==> src/include/rtcm_pkg.sv <==
// Constants for the RTC mask, validity and tick divider block.
// Assumes a 32-bit AXI4-Lite register bus at byte addresses.
package rtcm_pkg;

    localparam int          AXI_AW           = 32;
    localparam int          AXI_DW           = 32;
    localparam int          NUM_SRC          = 7;
    localparam int          NUM_VALID        = 4;

    // Register byte addresses
    localparam logic [31:0] ADDR_EVENT_FLAGS = 32'h5000411c;
    localparam logic [31:0] ADDR_IRQ_UNMASK  = 32'h50004120;
    localparam logic [31:0] ADDR_IRQ_MASK_WR = 32'h50004124;
    localparam logic [31:0] ADDR_MASK_STATE  = 32'h50004128;
    localparam logic [31:0] ADDR_VALIDITY    = 32'h5000412c;
    localparam logic [31:0] ADDR_RETAIN      = 32'h50004130;
    localparam logic [31:0] ADDR_EVENT_CLEAR = 32'h50004134;
    localparam logic [31:0] ADDR_TICK_DIV    = 32'h5000424c;

    // Source bit positions in mask, enable, disable and event layouts
    localparam int          SRC_CENTISECOND  = 0;
    localparam int          SRC_SECOND       = 1;
    localparam int          SRC_MINUTE       = 2;
    localparam int          SRC_HOUR         = 3;
    localparam int          SRC_DAY          = 4;
    localparam int          SRC_MONTH        = 5;
    localparam int          SRC_ALARM        = 6;

    // Validity bit positions
    localparam int          VAL_TIME         = 0;
    localparam int          VAL_CALENDAR     = 1;
    localparam int          VAL_TIME_ALARM   = 2;
    localparam int          VAL_CAL_ALARM    = 3;

    // Divider register fields
    localparam int          DIV_RESET_REQ    = 21;
    localparam int          DIV_ENABLE       = 20;
    localparam int          DIV_WINDOW_SEL   = 19;
    localparam int          DIV_INT_HI       = 18;
    localparam int          DIV_INT_LO       = 10;
    localparam int          DIV_FRAC_HI      = 9;
    localparam int          DIV_FRAC_LO      = 0;
    localparam int          DIV_WIDTH        = 22;

    // Reset values
    localparam logic [6:0]  MASK_RST         = 7'h7f;
    localparam logic [3:0]  VALID_RST        = 4'hf;
    localparam logic        RETAIN_RST       = 1'h1;
    localparam logic [8:0]  DIV_INT_RST      = 9'h147;
    localparam logic [9:0]  DIV_FRAC_RST     = 10'h2a8;
    localparam logic [21:0] DIV_RST          = {1'h0, 1'h0, 1'h0,
                                                DIV_INT_RST,
                                                DIV_FRAC_RST};

    // Fractional window lengths, minus one
    localparam logic [9:0]  WINDOW_1000_LAST = 10'h3e7;
    localparam logic [9:0]  WINDOW_1024_LAST = 10'h3ff;

    // AXI responses
    localparam logic [1:0]  RESP_OKAY        = 2'h0;
    localparam logic [1:0]  RESP_SLVERR      = 2'h2;

endpackage : rtcm_pkg
==> src/hw/rtcm_top.sv <==
// RTC interrupt mask, entry validity, retain control and 100 Hz divider.
// Assumes AXI4-Lite master on aclk; event and invalid-entry pulses come
// from the timekeeping core, one aclk cycle wide.
//
// Decided for this implementation: register access over AXI4-Lite.
`timescale 1ns/1ps

module rtcm_top
    import rtcm_pkg::*;
(
    input  wire logic                          aclk,
    input  wire logic                          aresetn,
    // AXI4-Lite write address
    input  wire logic [rtcm_pkg::AXI_AW-1:0]   s_axi_awaddr,
    input  wire logic [2:0]                    s_axi_awprot,
    input  wire logic                          s_axi_awvalid,
    output logic                               s_axi_awready,
    // AXI4-Lite write data
    input  wire logic [rtcm_pkg::AXI_DW-1:0]   s_axi_wdata,
    input  wire logic [3:0]                    s_axi_wstrb,
    input  wire logic                          s_axi_wvalid,
    output logic                               s_axi_wready,
    // AXI4-Lite write response
    output logic [1:0]                         s_axi_bresp,
    output logic                               s_axi_bvalid,
    input  wire logic                          s_axi_bready,
    // AXI4-Lite read address
    input  wire logic [rtcm_pkg::AXI_AW-1:0]   s_axi_araddr,
    input  wire logic [2:0]                    s_axi_arprot,
    input  wire logic                          s_axi_arvalid,
    output logic                               s_axi_arready,
    // AXI4-Lite read data
    output logic [rtcm_pkg::AXI_DW-1:0]        s_axi_rdata,
    output logic [1:0]                         s_axi_rresp,
    output logic                               s_axi_rvalid,
    input  wire logic                          s_axi_rready,
    // Timekeeping core
    input  wire logic [rtcm_pkg::NUM_SRC-1:0]  source_event,
    input  wire logic [rtcm_pkg::NUM_VALID-1:0] invalid_entry,
    output logic                               tick_100hz,
    output logic                               timekeeping_reset,
    output logic                               rtc_soft_reset,
    output logic                               rtc_irq
);
    import rtcm_pkg::*;

    // Write channel holding state
    logic                    aw_full_reg;
    logic [AXI_AW-1:0]       awaddr_reg;
    logic                    w_full_reg;
    logic [AXI_DW-1:0]       wdata_reg;
    logic [3:0]              wstrb_reg;
    logic                    awready_reg;
    logic                    wready_reg;
    logic                    bvalid_reg;
    logic [1:0]              bresp_reg;
    // Read channel state
    logic                    arready_reg;
    logic                    rvalid_reg;
    logic [AXI_DW-1:0]       rdata_reg;
    logic [1:0]              rresp_reg;
    // Block registers
    logic [NUM_SRC-1:0]      mask_reg;
    logic [NUM_SRC-1:0]      pending_reg;
    logic [NUM_VALID-1:0]    valid_reg;
    logic                    retain_reg;
    logic [DIV_WIDTH-1:0]    div_reg;
    // Divider state and output registers
    logic [9:0]              cycle_cnt_reg;
    logic [9:0]              window_idx_reg;
    logic                    tick_reg;
    logic                    irq_reg;
    logic                    tk_reset_reg;
    logic                    soft_reset_reg;

    // Decoded write strobes
    logic                    aw_hs;
    logic                    w_hs;
    logic                    wr_go;
    logic                    wr_hit;
    logic                    wr_lane0;
    logic [NUM_SRC-1:0]      unmask_wr;
    logic [NUM_SRC-1:0]      mask_wr;
    logic [NUM_SRC-1:0]      event_clr;
    logic                    soft_rst;
    logic                    wipe_linked;
    // Read decode
    logic [AXI_DW-1:0]       rd_data;
    logic                    rd_hit;
    // Divider arithmetic
    logic [9:0]              div_int;
    logic [9:0]              div_frac;
    logic [9:0]              period;
    logic [9:0]              period_last;
    logic [9:0]              window_last;
    logic                    period_end;

    assign s_axi_awready     = awready_reg;
    assign s_axi_wready      = wready_reg;
    assign s_axi_bvalid      = bvalid_reg;
    assign s_axi_bresp       = bresp_reg;
    assign s_axi_arready     = arready_reg;
    assign s_axi_rvalid      = rvalid_reg;
    assign s_axi_rdata       = rdata_reg;
    assign s_axi_rresp       = rresp_reg;
    assign tick_100hz        = tick_reg;
    assign rtc_irq           = irq_reg;
    assign timekeeping_reset = tk_reset_reg;
    assign rtc_soft_reset    = soft_reset_reg;

    assign aw_hs = s_axi_awvalid & awready_reg;
    assign w_hs  = s_axi_wvalid & wready_reg;
    assign wr_go = aw_full_reg & w_full_reg & ~bvalid_reg;

    // Write address decode
    always_comb begin
        wr_hit   = 1'b0;
        wr_lane0 = wr_go & wstrb_reg[0];
        case (awaddr_reg)
            ADDR_IRQ_UNMASK,
            ADDR_IRQ_MASK_WR,
            ADDR_EVENT_CLEAR,
            ADDR_RETAIN,
            ADDR_TICK_DIV,
            ADDR_EVENT_FLAGS,
            ADDR_MASK_STATE,
            ADDR_VALIDITY: begin
                wr_hit = 1'b1;
            end
            default: begin
                wr_hit = 1'b0;
            end
        endcase
    end

    // Write-only strobes act once and are not kept
    assign unmask_wr = (wr_lane0 && awaddr_reg == ADDR_IRQ_UNMASK)
                     ? wdata_reg[NUM_SRC-1:0] : '0;
    assign mask_wr   = (wr_lane0 && awaddr_reg == ADDR_IRQ_MASK_WR)
                     ? wdata_reg[NUM_SRC-1:0] : '0;
    assign event_clr = (wr_lane0 && awaddr_reg == ADDR_EVENT_CLEAR)
                     ? wdata_reg[NUM_SRC-1:0] : '0;

    // Soft reset while the request bit is held
    assign soft_rst    = div_reg[DIV_RESET_REQ];
    // Linked state wiped only when retain is off
    assign wipe_linked = soft_rst & ~retain_reg;

    // Write address channel
    always_ff @(posedge aclk) begin
        if (!aresetn) begin
            aw_full_reg <= 1'b0;
            awaddr_reg  <= '0;
            awready_reg <= 1'b1;
        end else if (aw_hs) begin
            aw_full_reg <= 1'b1;
            awaddr_reg  <= s_axi_awaddr;
            awready_reg <= 1'b0;
        end else if (wr_go) begin
            aw_full_reg <= 1'b0;
            awready_reg <= 1'b1;
        end
    end

    // Write data channel
    always_ff @(posedge aclk) begin
        if (!aresetn) begin
            w_full_reg <= 1'b0;
            wdata_reg  <= '0;
            wstrb_reg  <= '0;
            wready_reg <= 1'b1;
        end else if (w_hs) begin
            w_full_reg <= 1'b1;
            wdata_reg  <= s_axi_wdata;
            wstrb_reg  <= s_axi_wstrb;
            wready_reg <= 1'b0;
        end else if (wr_go) begin
            w_full_reg <= 1'b0;
            wready_reg <= 1'b1;
        end
    end

    // Write response channel
    always_ff @(posedge aclk) begin
        if (!aresetn) begin
            bvalid_reg <= 1'b0;
            bresp_reg  <= RESP_OKAY;
        end else if (wr_go) begin
            bvalid_reg <= 1'b1;
            bresp_reg  <= wr_hit ? RESP_OKAY : RESP_SLVERR;
        end else if (s_axi_bready) begin
            bvalid_reg <= 1'b0;
        end
    end

    // Read decode
    always_comb begin
        rd_data = '0;
        rd_hit  = 1'b1;
        case (s_axi_araddr)
            ADDR_EVENT_FLAGS: begin
                rd_data[NUM_SRC-1:0] = pending_reg;
            end
            ADDR_MASK_STATE: begin
                rd_data[NUM_SRC-1:0] = mask_reg;
            end
            ADDR_VALIDITY: begin
                rd_data[NUM_VALID-1:0] = valid_reg;
            end
            ADDR_RETAIN: begin
                rd_data[0] = retain_reg;
            end
            ADDR_TICK_DIV: begin
                rd_data[DIV_WIDTH-1:0] = div_reg;
            end
            ADDR_IRQ_UNMASK,
            ADDR_IRQ_MASK_WR,
            ADDR_EVENT_CLEAR: begin
                rd_data = '0;
            end
            default: begin
                rd_hit = 1'b0;
            end
        endcase
    end

    // Read channel
    always_ff @(posedge aclk) begin
        if (!aresetn) begin
            arready_reg <= 1'b1;
            rvalid_reg  <= 1'b0;
            rdata_reg   <= '0;
            rresp_reg   <= RESP_OKAY;
        end else if (s_axi_arvalid && arready_reg) begin
            arready_reg <= 1'b0;
            rvalid_reg  <= 1'b1;
            rdata_reg   <= rd_data;
            rresp_reg   <= rd_hit ? RESP_OKAY : RESP_SLVERR;
        end else if (rvalid_reg && s_axi_rready) begin
            arready_reg <= 1'b1;
            rvalid_reg  <= 1'b0;
        end
    end

    // Mask bits, one per source
    generate
        for (genvar i = 0; i < NUM_SRC; i++) begin : g_src
            always_ff @(posedge aclk) begin
                if (!aresetn) begin
                    mask_reg[i] <= MASK_RST[i];
                end else if (soft_rst) begin
                    mask_reg[i] <= MASK_RST[i];
                end else if (unmask_wr[i]) begin
                    mask_reg[i] <= 1'b0;
                end else if (mask_wr[i]) begin
                    mask_reg[i] <= 1'b1;
                end
            end

            // Sticky flag, set only while unmasked; set beats clear
            always_ff @(posedge aclk) begin
                if (!aresetn) begin
                    pending_reg[i] <= 1'b0;
                end else if (source_event[i] && !mask_reg[i]) begin
                    pending_reg[i] <= 1'b1;
                end else if (wipe_linked || event_clr[i]) begin
                    pending_reg[i] <= 1'b0;
                end
            end
        end
    endgenerate

    // Validity flags; an invalid entry beats a soft reset
    generate
        for (genvar v = 0; v < NUM_VALID; v++) begin : g_val
            always_ff @(posedge aclk) begin
                if (!aresetn) begin
                    valid_reg[v] <= VALID_RST[v];
                end else if (invalid_entry[v]) begin
                    valid_reg[v] <= 1'b0;
                end else if (wipe_linked) begin
                    valid_reg[v] <= VALID_RST[v];
                end
            end
        end
    endgenerate

    // Retain bit, spared by soft reset
    always_ff @(posedge aclk) begin
        if (!aresetn) begin
            retain_reg <= RETAIN_RST;
        end else if (wr_lane0 && awaddr_reg == ADDR_RETAIN) begin
            retain_reg <= wdata_reg[0];
        end
    end

    // Divider control register, byte lanes honoured, spared by soft reset
    always_ff @(posedge aclk) begin
        if (!aresetn) begin
            div_reg <= DIV_RST;
        end else if (wr_go && awaddr_reg == ADDR_TICK_DIV) begin
            for (int b = 0; b < 3; b++) begin
                if (wstrb_reg[b]) begin
                    for (int k = 0; k < 8; k++) begin
                        if (b * 8 + k < DIV_WIDTH) begin
                            div_reg[b * 8 + k] <= wdata_reg[b * 8 + k];
                        end
                    end
                end
            end
        end
    end

    // Period of the current tick; zero divisor treated as one
    assign div_int  = {1'b0, div_reg[DIV_INT_HI:DIV_INT_LO]};
    assign div_frac = div_reg[DIV_FRAC_HI:DIV_FRAC_LO];
    always_comb begin
        period = div_int;
        if (window_idx_reg < div_frac) begin
            period = div_int + 10'h001;
        end
        if (period == 10'h000) begin
            period = 10'h001;
        end
    end
    assign period_last = period - 10'h001;
    assign window_last = div_reg[DIV_WINDOW_SEL] ? WINDOW_1024_LAST
                                                 : WINDOW_1000_LAST;
    assign period_end  = (cycle_cnt_reg >= period_last);

    // Cycle counter within one tick period
    always_ff @(posedge aclk) begin
        if (!aresetn || !div_reg[DIV_ENABLE] || soft_rst) begin
            cycle_cnt_reg <= '0;
        end else if (period_end) begin
            cycle_cnt_reg <= '0;
        end else begin
            cycle_cnt_reg <= cycle_cnt_reg + 10'h001;
        end
    end

    // Period index within the fractional window
    always_ff @(posedge aclk) begin
        if (!aresetn || !div_reg[DIV_ENABLE] || soft_rst) begin
            window_idx_reg <= '0;
        end else if (period_end) begin
            if (window_idx_reg >= window_last) begin
                window_idx_reg <= '0;
            end else begin
                window_idx_reg <= window_idx_reg + 10'h001;
            end
        end
    end

    // Tick pulse
    always_ff @(posedge aclk) begin
        if (!aresetn) begin
            tick_reg <= 1'b0;
        end else begin
            tick_reg <= div_reg[DIV_ENABLE] & ~soft_rst & period_end;
        end
    end

    // Interrupt level from unmasked pending events
    always_ff @(posedge aclk) begin
        if (!aresetn) begin
            irq_reg <= 1'b0;
        end else begin
            irq_reg <= |(pending_reg & ~mask_reg);
        end
    end

    // Reset outputs toward the timekeeping core
    always_ff @(posedge aclk) begin
        if (!aresetn) begin
            tk_reset_reg   <= 1'b0;
            soft_reset_reg <= 1'b0;
        end else begin
            tk_reset_reg   <= wipe_linked;
            soft_reset_reg <= soft_rst;
        end
    end

endmodule // rtcm_top

==> config.mk <==
export PLATFORM = sky130hd
export DESIGN_NAME = rtcm_top
export DESIGN_NICKNAME = d
export VERILOG_FILES = /design/src/include/rtcm_pkg.sv /design/src/hw/rtcm_top.sv
export SDC_FILE = /design/constraint.sdc
export NUM_CORES = 1
export LEC_CHECK = 0
export BUFFER_PORTS_ARGS = -buffer_cell sky130_fd_sc_hd__buf_2
export CAP_MARGIN = 15
export CORE_ASPECT_RATIO = 0.9
export CORE_MARGIN = 10
export CORE_UTILIZATION = 40
export CTS_CLUSTER_SIZE = 40
export DETAILED_ROUTE_END_ITERATION = 7
export GPL_TIMING_DRIVEN = 0
export HOLD_SLACK_MARGIN = 0.15
export SYNTH_ARGS = -nofsm -noshare
export SYNTH_HDL_FRONTEND = slang
export SYNTH_SLANG_ARGS = --single-unit
==> constraint.sdc <==
create_clock -name aclk -period 11.1 [get_ports aclk]
set_input_delay 1.11 -clock aclk [delete_from_list [all_inputs] [get_ports aclk]]
set_output_delay 1.11 -clock aclk [all_outputs]
set_load 0.05 [all_outputs]
==> results of run 1 <==
through the flow:
step                      instance area [µm²]  hold slack [ns]  cells
after floorplan                          7250            0.431    888
after global placement                   8250            0.438   1267
after detailed placement                 8250            0.443   1267
after CTS                                8850            0.452   1298
after global routing                     8850            0.463   1298
final                                    8850            0.449   1299
worst register-to-register path: stages, from the launching register on:
cell	delay, ns
dfxtp_1	0.35
inv_1	0.07
ha_1	0.30
a211oi_1	0.47
o21ai_2	0.18
a21oi_1	0.44
o32ai_1	0.20
and3b_1	0.26
o21ai_0	0.29
ha_1	0.31
o211a_1	0.23
mux2i_1	0.22
xor2_1	0.16
ha_1	0.26
inv_1	0.05
o21ai_0	0.09
a221oi_1	0.31
o21a_1	0.28
buf_2	0.24
buf_2	0.26
nand2_1	0.25
nor2_1	0.16
layer usage:
| layer | GRT usage | vias up |
|---|---|---|
| met5 | 0 | - |
| met3 | 0.0505 | 17 |
| met2 | 0.258 | 184 |
| li1 | - | 3385 |
| met4 | 0.0441 | 4 |
| met1 | 0.238 | 3049 |
where the power goes:
part | leakage, nW | internal [mW] | switching (mW) | total (mW)
sequential | 1.25 | 0.566 | 0.0118 | 0.578
combinational | 2.09 | 0.0358 | 0.0675 | 0.103
clock | 0.288 | 0.343 | 0.250 | 0.593
synth_stat cells, types with 3 or more instances:
library cell,instances
o21ai_0,27
nand3_1,29
nand2b_1,5
ha_1,25
o211a_1,6
and2_1,19
nor2_1,53
nor2b_1,10
o31ai_1,4
buf_4,12
nor3_1,8
or4_1,5
buf_2,8
a21oi_1,104
nand4_1,8
o211ai_1,5
mux2i_1,21
a221oi_1,4
dfxtp_1,153
clkbuf_1,35
a222oi_1,3
a221o_1,6
a211oi_1,14
xnor2_1,11
a21o_1,5
nor4bb_1,3
nor4_1,7
buf_1,5
and3_1,10
xor2_1,14
nor3b_1,3
or3_1,7
o21a_1,11
nand2_1,171
inv_1,27
kinds of logic (layout without fill, tap and decap cells):
group | count (synthesis) | after routing | synth area share
buffers and inverters | 87 | 257 | 0.0529
xor gates and xnor gates | 25 | 25 | 0.0304
muxes | 21 | 21 | 0.0292
adders and majority gates | 25 | 25 | 0.0434
AOI/OAI and AO/OA | 212 | 212 | 0.185
other | 1 | 13 | 0.000520
DFF | 153 | 153 | 0.425
and+or+nand+nor | 353 | 353 | 0.234
final cells by class:
class                      instances  area (µm²)
fill                            1817        8820
multi-input combinational        648        3810
sequential                       153        3060
timing repair buffer             139         696
clock buffer                      18         439
tap                              240         300
buffer                            60         280
clock inverter                    13         159
inverter                          27         101
antenna                            1        2.50
how the worst min path moves through the flow:
| stage | end | slack [ns] | cells after the start |
|---|---|---|---|
| after global placement | s_axi_rdata[7] | 0.44 | 2 |
| after global routing | s_axi_rdata[7] | 0.46 | 2 |
| after detailed placement | s_axi_rdata[7] | 0.44 | 2 |
| after floorplan | awaddr_reg[28] | 0.43 | 2 |
| after CTS | s_axi_rdata[7] | 0.45 | 2 |
| final | s_axi_rdata[18] | 0.45 | 2 |
==> summary.txt, run 1 <==
Outcome
  • Status: complete, no violations

Run
  • Max-Cap Viols: 0

Setup path
  • Flop2flop setup slack: 5.66 ns
  • Req. time, crit path: 11.46 ns
  • CP endpoint: cycle_cnt_reg[9]
  • Startpoint types: flip-flop
  • Most used cell, CP: ha_1
  • Critical path type: reg2reg
  • Crit. End Element: flip-flop
  • CP Depth: 21
  • Crit-path leading delay family: compound AO/OA/AOI/OAI gates
  • Crit path largest cell delay: 0.47 ns
  • CP Data Arrival Time: 5.80 ns
  • CP Launch Point: div_reg[5]
  • Worst path slowest cell: a211oi_1
  • Worst Path Buf+Inv: 4
  • FF-to-FF Start: div_reg[5]
  • CP cell instances: inv_1, ha_1, a211oi_1, o21ai_2, a21oi_1, o32ai_1, and3b_1, o21ai_0, ha_1, o211a_1, mux2i_1, xor2_1, ha_1, inv_1, o21ai_0, a221oi_1, o21a_1, buf_2, buf_2, nand2_1, nor2_1
  • Crit-path max FO: 10
  • Reg2Reg Depth: 21
  • R2r endpoint: cycle_cnt_reg[9]

Floorplanning
  • Die height: 147 µm
  • Rows: 46
  • # IOs: 169
  • Core ar.: 17700 µm²
  • Chip Width: 162 µm
  • Starting Density: 0.408
  • Die area: 23800 µm²

Timing
  • Total Neg Setup Slack: 0 ns
  • Worst-Margin Slew: 0.762 ns
  • Pins Over Slew Limit: 0
  • Max Clock Skew: 0.0164 ns
  • Unrepaired setup endpoints after global routing: no
  • Final setup margin: 5.66 ns
  • Final Hold Viols: 0
  • Maximum clock rate: 0.184 GHz
  • Slew headroom: 0.491
  • Final Setup Violations: 0
  • Fin crit period: 5.44 ns
  • Post-route clock period utilization: 0.490

Layout
  • Area growth syn-to-layout: 22.7%
  • Largest register FFs: 32
  • Most frequent cells in the layout: 171 x nand2_1, 153 x dfxtp_1, 147 x buf_2
  • Most common cell after layout, fill and taps aside: nand2_1
  • Share of cells above drive strength 1: 0.192
  • Nets: 1195
  • Final Core Density: 0.501

Routing
  • Drt first-iter violations: 477
  • Met3 routed WL: 1350 µm
  • DRC Markers: 0
  • Wl on met1: 10300 µm
  • Final antenna-violating net count: 0
  • Max Used Layer: met5
  • Via density: 5.11
  • Final WL: 21000 µm
  • Routed len/inst: 16.2 µm
  • First-pass iteration count of the detailed router: 5
  • Vias: 6639
  • Met2 WL: 9120 µm

Yosys
  • Top cell type's share of synthesized area: 0.425
  • Cell taking the most area after synthesis: dfxtp_1
  • Cell Area, Synth: 7210 µm²
  • Avg Cell Area, Syn: 8.22 µm²
  • Synth top area cells: dfxtp_1 42%, nand2_1 8.9%, a21oi_1 7.2%
  • Ys Warns: 0
  • Sequential area share after synthesis: 0.425
  • Main flop type after synthesis: dfxtp_1
  • Number of enable flip-flop cells after synthesis: 0
  • Synth Register Bits: 153
  • Cell variety after synth: 63
  • Synthesized netlist cell count: 877
  • Fraction of registers with async set/reset: 0

Global route
  • Initial antenna violation count: 3
  • GRT Total Usage: 0.173
  • Vias in the first global route: 6382
  • Global-route wire length before repair: 33300 µm
  • Global route total overflow: 0
  • Pin count of the biggest net entering global routing: 17

Clock tree
  • Hold-fix buffers at CTS: 0
  • H-tree levels: 4
  • Worst-path clk slew: 0.07 ns
  • CTS max path bufs: 2
  • Clk Latency, worst-skew pair: 0.43 ns
  • CTS sink count: 153
  • Total CTS buffers: 17
  • Post_cts resized: 0
  • Setup repair bufs after CTS: 0
  • CTS tree: done
  • CTS Root Cell: clkbuf_16

Pwr
  • Power density over the cells: 144 nW/µm²
  • Pwr Total: 1.27 mW
  • Static leakage power: 3.63 nW
  • Peak VDD IR: 0.113 mV

Min path
  • Worst hold-check path type: reg2reg
  • Hold_sp: s_axi_rdata[18]

Placed design
  • Pre-CTS setup slack: 5.62 ns
  • Post-DP HPWL: 16200 µm
  • # port buffers: 139
  • Routability cong.: 0.903
No activity file was read; power rests on OpenSTA's default activity.
==> run 2, diff against run 1 <==
==> constraint.sdc (replaced) <==
create_clock -name aclk -period 5.6 [get_ports aclk]
set_input_delay 0.56 -clock aclk [delete_from_list [all_inputs] [get_ports aclk]]
set_output_delay 0.56 -clock aclk [all_outputs]
set_load 0.05 [all_outputs]
==> run 2 against run 1 <==
Compared with the run above:
- utilization is 0.071 points higher
- clock power is 97% higher
- total power is 98% higher
- final area up 0.14%
- final cell count about the same
- clock skew shrank 0.00069 ns
- combinational power increased by 99%
- largest cell class unchanged
- critical endpoint unchanged
- critical path depth up 1
- via count is essentially flat
==> summary.txt, run 2 (same netlist as run 1, synthesis figures left out) <==
Setup path
  • Startpoint types: flip-flop
  • FF-to-FF Start: div_reg[2]
  • Reg2Reg Depth: 22
  • Crit-path max FO: 10
  • R2r endpoint: cycle_cnt_reg[9]
  • Most used cell, CP: ha_1
  • CP Launch Point: div_reg[2]
  • Req. time, crit path: 5.96 ns
  • CP Data Arrival Time: 5.54 ns
  • Worst path slowest cell: o21ai_0
  • CP cell instances: inv_1, ha_1, o21ai_0, o2111a_1, nor4_1, o32ai_1, and3b_1, a21o_1, o21ai_1, ha_1, o211a_1, mux2i_1, xor2_1, ha_1, inv_1, o21ai_0, a221oi_1, o21a_1, buf_2, buf_2, nand2_2, nor2_1
  • Crit path largest cell delay: 0.41 ns
  • Critical path type: reg2reg
  • Crit. End Element: flip-flop
  • Flop2flop setup slack: 0.42 ns

Routing
  • First-pass iteration count of the detailed router: 5
  • Final WL: 21000 µm
  • Final antenna-violating net count: 0
  • Via density: 5.12
  • Vias: 6640
  • Routed len/inst: 16.2 µm
  • DRC Markers: 0
  • Drt first-iter violations: 444

Global route
  • Vias in the first global route: 6382
  • GRT Total Usage: 0.173
  • Pin count of the biggest net entering global routing: 17
  • Global route total overflow: 0
  • Global-route wire length before repair: 33300 µm
  • Initial antenna violation count: 3

Layout
  • Final Instance Area: 8860 µm²
  • Most common cell after layout, fill and taps aside: nand2_1
  • Most frequent cells in the layout: 170 x nand2_1, 153 x dfxtp_1, 147 x buf_2
  • Fillers: 1814
  • Nets: 1194
  • Share of cells above drive strength 1: 0.197
  • Area growth syn-to-layout: 22.9%
  • Largest register FFs: 32

Clock tree
  • Post_cts resized: 0
  • Total CTS buffers: 17
  • Worst-path clk slew: 0.06 ns
  • CTS max path bufs: 2
  • CTS sink count: 153
  • CTS tree: done
  • H-tree levels: 4
  • Hold-fix buffers at CTS: 0
  • Clk Latency, worst-skew pair: 0.43 ns
  • Setup repair bufs after CTS: 0
  • CTS Root Cell: clkbuf_16

Min path
  • Destination of the worst hold path: valid_reg[3]
  • Worst hold-check path type: in2reg
  • Worst Hold Depth: 2
  • Hold_sp: invalid_entry[3]

Timing
  • Worst-Margin Slew: 0.748 ns
  • Unrepaired setup endpoints after global routing: no
  • Maximum clock rate: 0.193 GHz
  • Final setup margin: 0.416 ns
  • Slew headroom: 0.500
  • Total Neg Setup Slack: 0 ns
  • Max Clock Skew: 0.0157 ns
  • Final Hold Viols: 0
  • Final Setup Violations: 0
  • Fin crit period: 5.18 ns
  • Pins Over Slew Limit: 0
  • Post-route clock period utilization: 0.926

Pwr
  • Static leakage power: 3.63 nW
  • Peak VDD IR: 0.224 mV
  • Pwr Total: 2.52 mW
  • Power density over the cells: 285 nW/µm²

Placed design
  • Pre-CTS setup slack: 0.121 ns
  • Routability cong.: 0.903
  • Post-DP HPWL: 16200 µm
  • # port buffers: 139
  • Placement Cell Area: 8250 µm²

Floorplanning
  • Rows: 46
  • Starting Density: 0.408
  • # IOs: 169
  • Core ar.: 17700 µm²
  • Chip Width: 162 µm
  • Die height: 147 µm
  • Die area: 23800 µm²

Run
  • Max-Cap Viols: 0

Outcome
  • Status: complete, no violations
==> run 2: cell count changes in the layout (fill, tap and decap cells not counted), sizes merged <==
cell / before / now
clkbuf: 53 / 52
==> run 2: where the power goes <==
| part | switching [mW] | internal, mW |
|---|---|---|
| clock network | 0.494 | 0.680 |
| logic | 0.134 | 0.0710 |
| registers | 0.0234 | 1.12 |
==> run 2: worst max path at each step <==
stage | depth (start not counted) | endpoint | slack [ns]
after global routing | 22 | cycle_cnt_reg[2] | 0.02
final | 22 | cycle_cnt_reg[9] | 0.42
after floorplan | 21 | window_idx_reg[2] | 1.16
after global placement | 21 | cycle_cnt_reg[8] | 0.17
after detailed placement | 21 | cycle_cnt_reg[9] | 0.12
after CTS | 21 | cycle_cnt_reg[9] | 0.09
==> run 2: layout make-up <==
class                           count  area [µm²]  area share
Clock inverter                     13         159      0.0179
Tap cell                          240         300      0.0339
Timing Repair Buffer              139         696      0.0785
Inverter                           27         101      0.0114
Clock buffer                       18         439      0.0496
Buffer                             59         277      0.0312
Antenna cell                        1        2.50    0.000282
Multi-Input combinational cell    648        3820       0.432
Sequential cell                   153        3060       0.346
==> run 2: critical path: cells and delay by family (launching register included) <==
family	cells	cell delay (ns)
simple gates	4	0.66
flops	1	0.39
compound gates	9	2.22
mux	1	0.22
buf+inv	4	0.63
fa+ha+maj	3	0.84
xor+xnor	1	0.16
==> run 2: layer usage <==
metal,GRT usage,vias to the layer above,share of wire
li1,-,3386,-
met1,0.238,3059,0.49
met2,0.258,174,0.43
met3,0.0505,17,0.064
met4,0.0441,4,0.011
met5,0,-,0.0015
==> run 2: stage by stage <==
| step | cells | hold slack, ns | util |
|---|---|---|---|
| 2_1_floorplan | 888 | 0.431 | - |
| 5_1_grt | 1297 | 0.323 | 0.501 |
| 3_3_place_gp | 1267 | 0.438 | 0.467 |
| 4_1_cts | 1298 | 0.311 | 0.501 |
| 6_report | 1298 | 0.326 | 0.501 |
| 3_5_place_dp | 1267 | 0.443 | 0.467 |
==> run 3, diff against run 2 <==
--- a/config.mk
+++ b/config.mk
@@ -12,7 +12,6 @@
 export CORE_UTILIZATION = 40
 export CTS_CLUSTER_SIZE = 40
 export DETAILED_ROUTE_END_ITERATION = 7
-export GPL_TIMING_DRIVEN = 0
 export HOLD_SLACK_MARGIN = 0.15
 export SYNTH_ARGS = -nofsm -noshare
 export SYNTH_HDL_FRONTEND = slang
==> run 3 against run 2 <==
Compared with the run above:
- clock power barely moved
- maximum frequency up 1.6%
- via count down 4.1%
- first-iteration DRC count down 6.8%
- non-clock buffer count is 56 lower
- global-route usage decreased by 0.51 points
- combinational power is 9% lower
- clock skew is 0.0019 ns lower
- final area shrank 3.1%
- critical endpoint is now window_idx_reg[2]
- critical path type unchanged
- clock-buffer cell count is the same
- flip-flop and latch count is the same
- die area is the same
==> summary.txt, run 3 (same netlist as run 1, synthesis figures left out) <==
Pwr
  • Static leakage power: 3.49 nW
  • Combinational share of power: 0.075
  • Power density over the cells: 289 nW/µm²
  • Sw Ratio: 0.265
  • Seq pwr share: 0.461
  • Peak VDD IR: 0.211 mV
  • Clock Power Share: 0.464
  • Internal cell power: 1.83 mW
  • Total net switching power: 0.658 mW

Setup path
  • Req. time, crit path: 5.96 ns
  • Critical path type: reg2reg
  • Worst Path Buf+Inv: 1
  • Most used cell, CP: ha_1
  • Worst path slowest cell: or4b_2
  • Crit path largest cell delay: 0.67 ns
  • CP cell instances: inv_1, ha_1, a211oi_1, o2111a_1, nor4_1, o32ai_1, and3b_1, a21o_1, o21ai_0, ha_1, o211a_1, mux2i_1, xor2_1, ha_1, o21ai_0, a21oi_1, nand2_1, o21a_2, or4b_2, a21oi_1
  • Crit-path max FO: 24
  • Startpoint types: flip-flop
  • CP Data Arrival Time: 5.46 ns
  • Crit. End Element: flip-flop
  • Crit-path leading delay family: compound AO/OA/AOI/OAI gates

Layout
  • Area growth syn-to-layout: 19.1%
  • Area taken by multi-input logic gates: 3810 µm²
  • Fillers: 1777
  • FF/Latch Area: 3060 µm²
  • Nets: 1138
  • Most common cell after layout, fill and taps aside: nand2_1
  • Largest register FFs: 32
  • Share of cells above drive strength 1: 0.189
  • Most frequent cells in the layout: 171 x nand2_1, 153 x dfxtp_1, 139 x buf_2

Global route
  • Global-route wire length before repair: 32900 µm
  • Global route total overflow: 0
  • Pin count of the biggest net entering global routing: 94
  • GRT Total Usage: 0.168
  • Initial antenna violation count: 3
  • Vias in the first global route: 6439

Run
  • Max-Cap Viols: 0

Placed design
  • Routability cong.: 0.884
  • # port buffers: 139
  • Post-DP HPWL: 14300 µm

Timing
  • Worst hold slack: 0.318 ns
  • Post-route clock period utilization: 0.911
  • Unrepaired setup endpoints after global routing: no
  • Slew headroom: 0.247
  • Max Clock Skew: 0.0138 ns
  • Final Setup Violations: 0
  • Worst-Margin Slew: 1.13 ns
  • Maximum clock rate: 0.196 GHz
  • Total Neg Setup Slack: 0 ns
  • Fin crit period: 5.10 ns
  • Pins Over Slew Limit: 0
  • Final Hold Viols: 0

Clock tree
  • Total CTS buffers: 17
  • CTS tree: done
  • CTS Root Cell: clkbuf_16
  • H-tree levels: 4
  • CTS max path bufs: 2
  • Worst-path clk slew: 0.06 ns
  • CTS sink count: 153
  • Clk Latency, worst-skew pair: 0.43 ns
  • Setup repair bufs after CTS: 0

Floorplanning
  • Die area: 23800 µm²
  • Rows: 46
  • Die height: 147 µm
  • Core ar.: 17700 µm²
  • Chip Width: 162 µm
  • # IOs: 169
  • Starting Density: 0.408

Routing
  • Drt first-iter violations: 414
  • DRC Markers: 0
  • Routed len/inst: 16.0 µm
  • Final WL: 19900 µm
  • First-pass iteration count of the detailed router: 6
  • Vias: 6368
  • Via density: 5.12
  • Final antenna-violating net count: 0

Min path
  • Worst hold-check path type: in2reg

Outcome
  • Status: complete, no violations
[run 3: cell types whose count changed in the layout (fill, tap and decap cells not counted), sizes merged]
cell / delta
clkbuf: -34
inv: +1
clkinv: +1
bufinv: -1
buf: -22
[run 3: worst paths after layout]
| path | slack, ns | depth (start not counted) | to | from |
|---|---|---|---|---|
| min | 0.32 | 2 | valid_reg[3] | invalid_entry[3] |
| max reg2reg | 0.50 | 20 | window_idx_reg[2] | div_reg[5] |
| min reg2reg | 0.45 | 2 | s_axi_rdata[7] | s_axi_rdata[7] |
| max | 0.50 | 20 | window_idx_reg[2] | div_reg[5] |
[run 3: worst reg2reg max path, delay by kind of cell (launching register included)]
kind | cells | cell delay [ns]
AO/OA/AOI/OAI | 10 | 2.38
XOR/XNOR | 1 | 0.09
adder cells (fa/ha/maj) | 3 | 0.87
buffers and inverters | 1 | 0.07
flip-flops | 1 | 0.33
multiplexers | 1 | 0.22
AND/OR/NAND/NOR | 4 | 1.10
[run 3: routing by layer]
| metal | track usage | vias up | wire (µm) | part of all wire |
|---|---|---|---|---|
| met5 | 0 | - | 28 | 0.0014 |
| met4 | 0.0295 | 4 | 116 | 0.0058 |
| met3 | 0.0622 | 16 | 1420 | 0.072 |
| met2 | 0.260 | 193 | 8840 | 0.45 |
| met1 | 0.220 | 2886 | 9450 | 0.48 |
| li1 | - | 3269 | - | - |
[run 3: repair_timing]
item | 4_1_cts | 5_1_grt
hold buffers | 0 | 0
resized for setup | 0 | 1
endpoints found under the setup margin | 0 | 16
hold endpoints to repair | 0 | 0
[run 3: power by group through the flow]
stage / clock, mW / sequential (mW) / combinational, mW
final: 1.15 / 1.15 / 0.187
after global routing: 1.22 / 1.15 / 0.209
after CTS: 1.17 / 1.15 / 0.189
after detailed placement: 0 / 1.17 / 0.188
after global placement: 0 / 1.17 / 0.186
after floorplan: 0 / 1.18 / 0.108
[run 3: through the flow]
stage / area (µm²) / setup slack (ns) / power, mW / util / std cells
floorplan: 7250 / 1.16 / 1.29 / - / 888
global placement: 7990 / 0.479 / 1.36 / 0.452 / 1210
detailed placement: 7990 / 0.369 / 1.36 / 0.452 / 1210
CTS: 8580 / 0.358 / 2.51 / 0.486 / 1242
global route: 8580 / 0.0709 / 2.58 / 0.486 / 1242
finish: 8590 / 0.499 / 2.48 / 0.486 / 1243
[run 3: layout make-up]
cell class              count  area share
diodes                      1    0.000291
clock buffers              18      0.0511
clock inverters            14      0.0179
inverters                  27      0.0118
multi-input cells         648       0.444
flip-flops and latches    153       0.357
well taps                 240      0.0350
repair buffers            142      0.0836
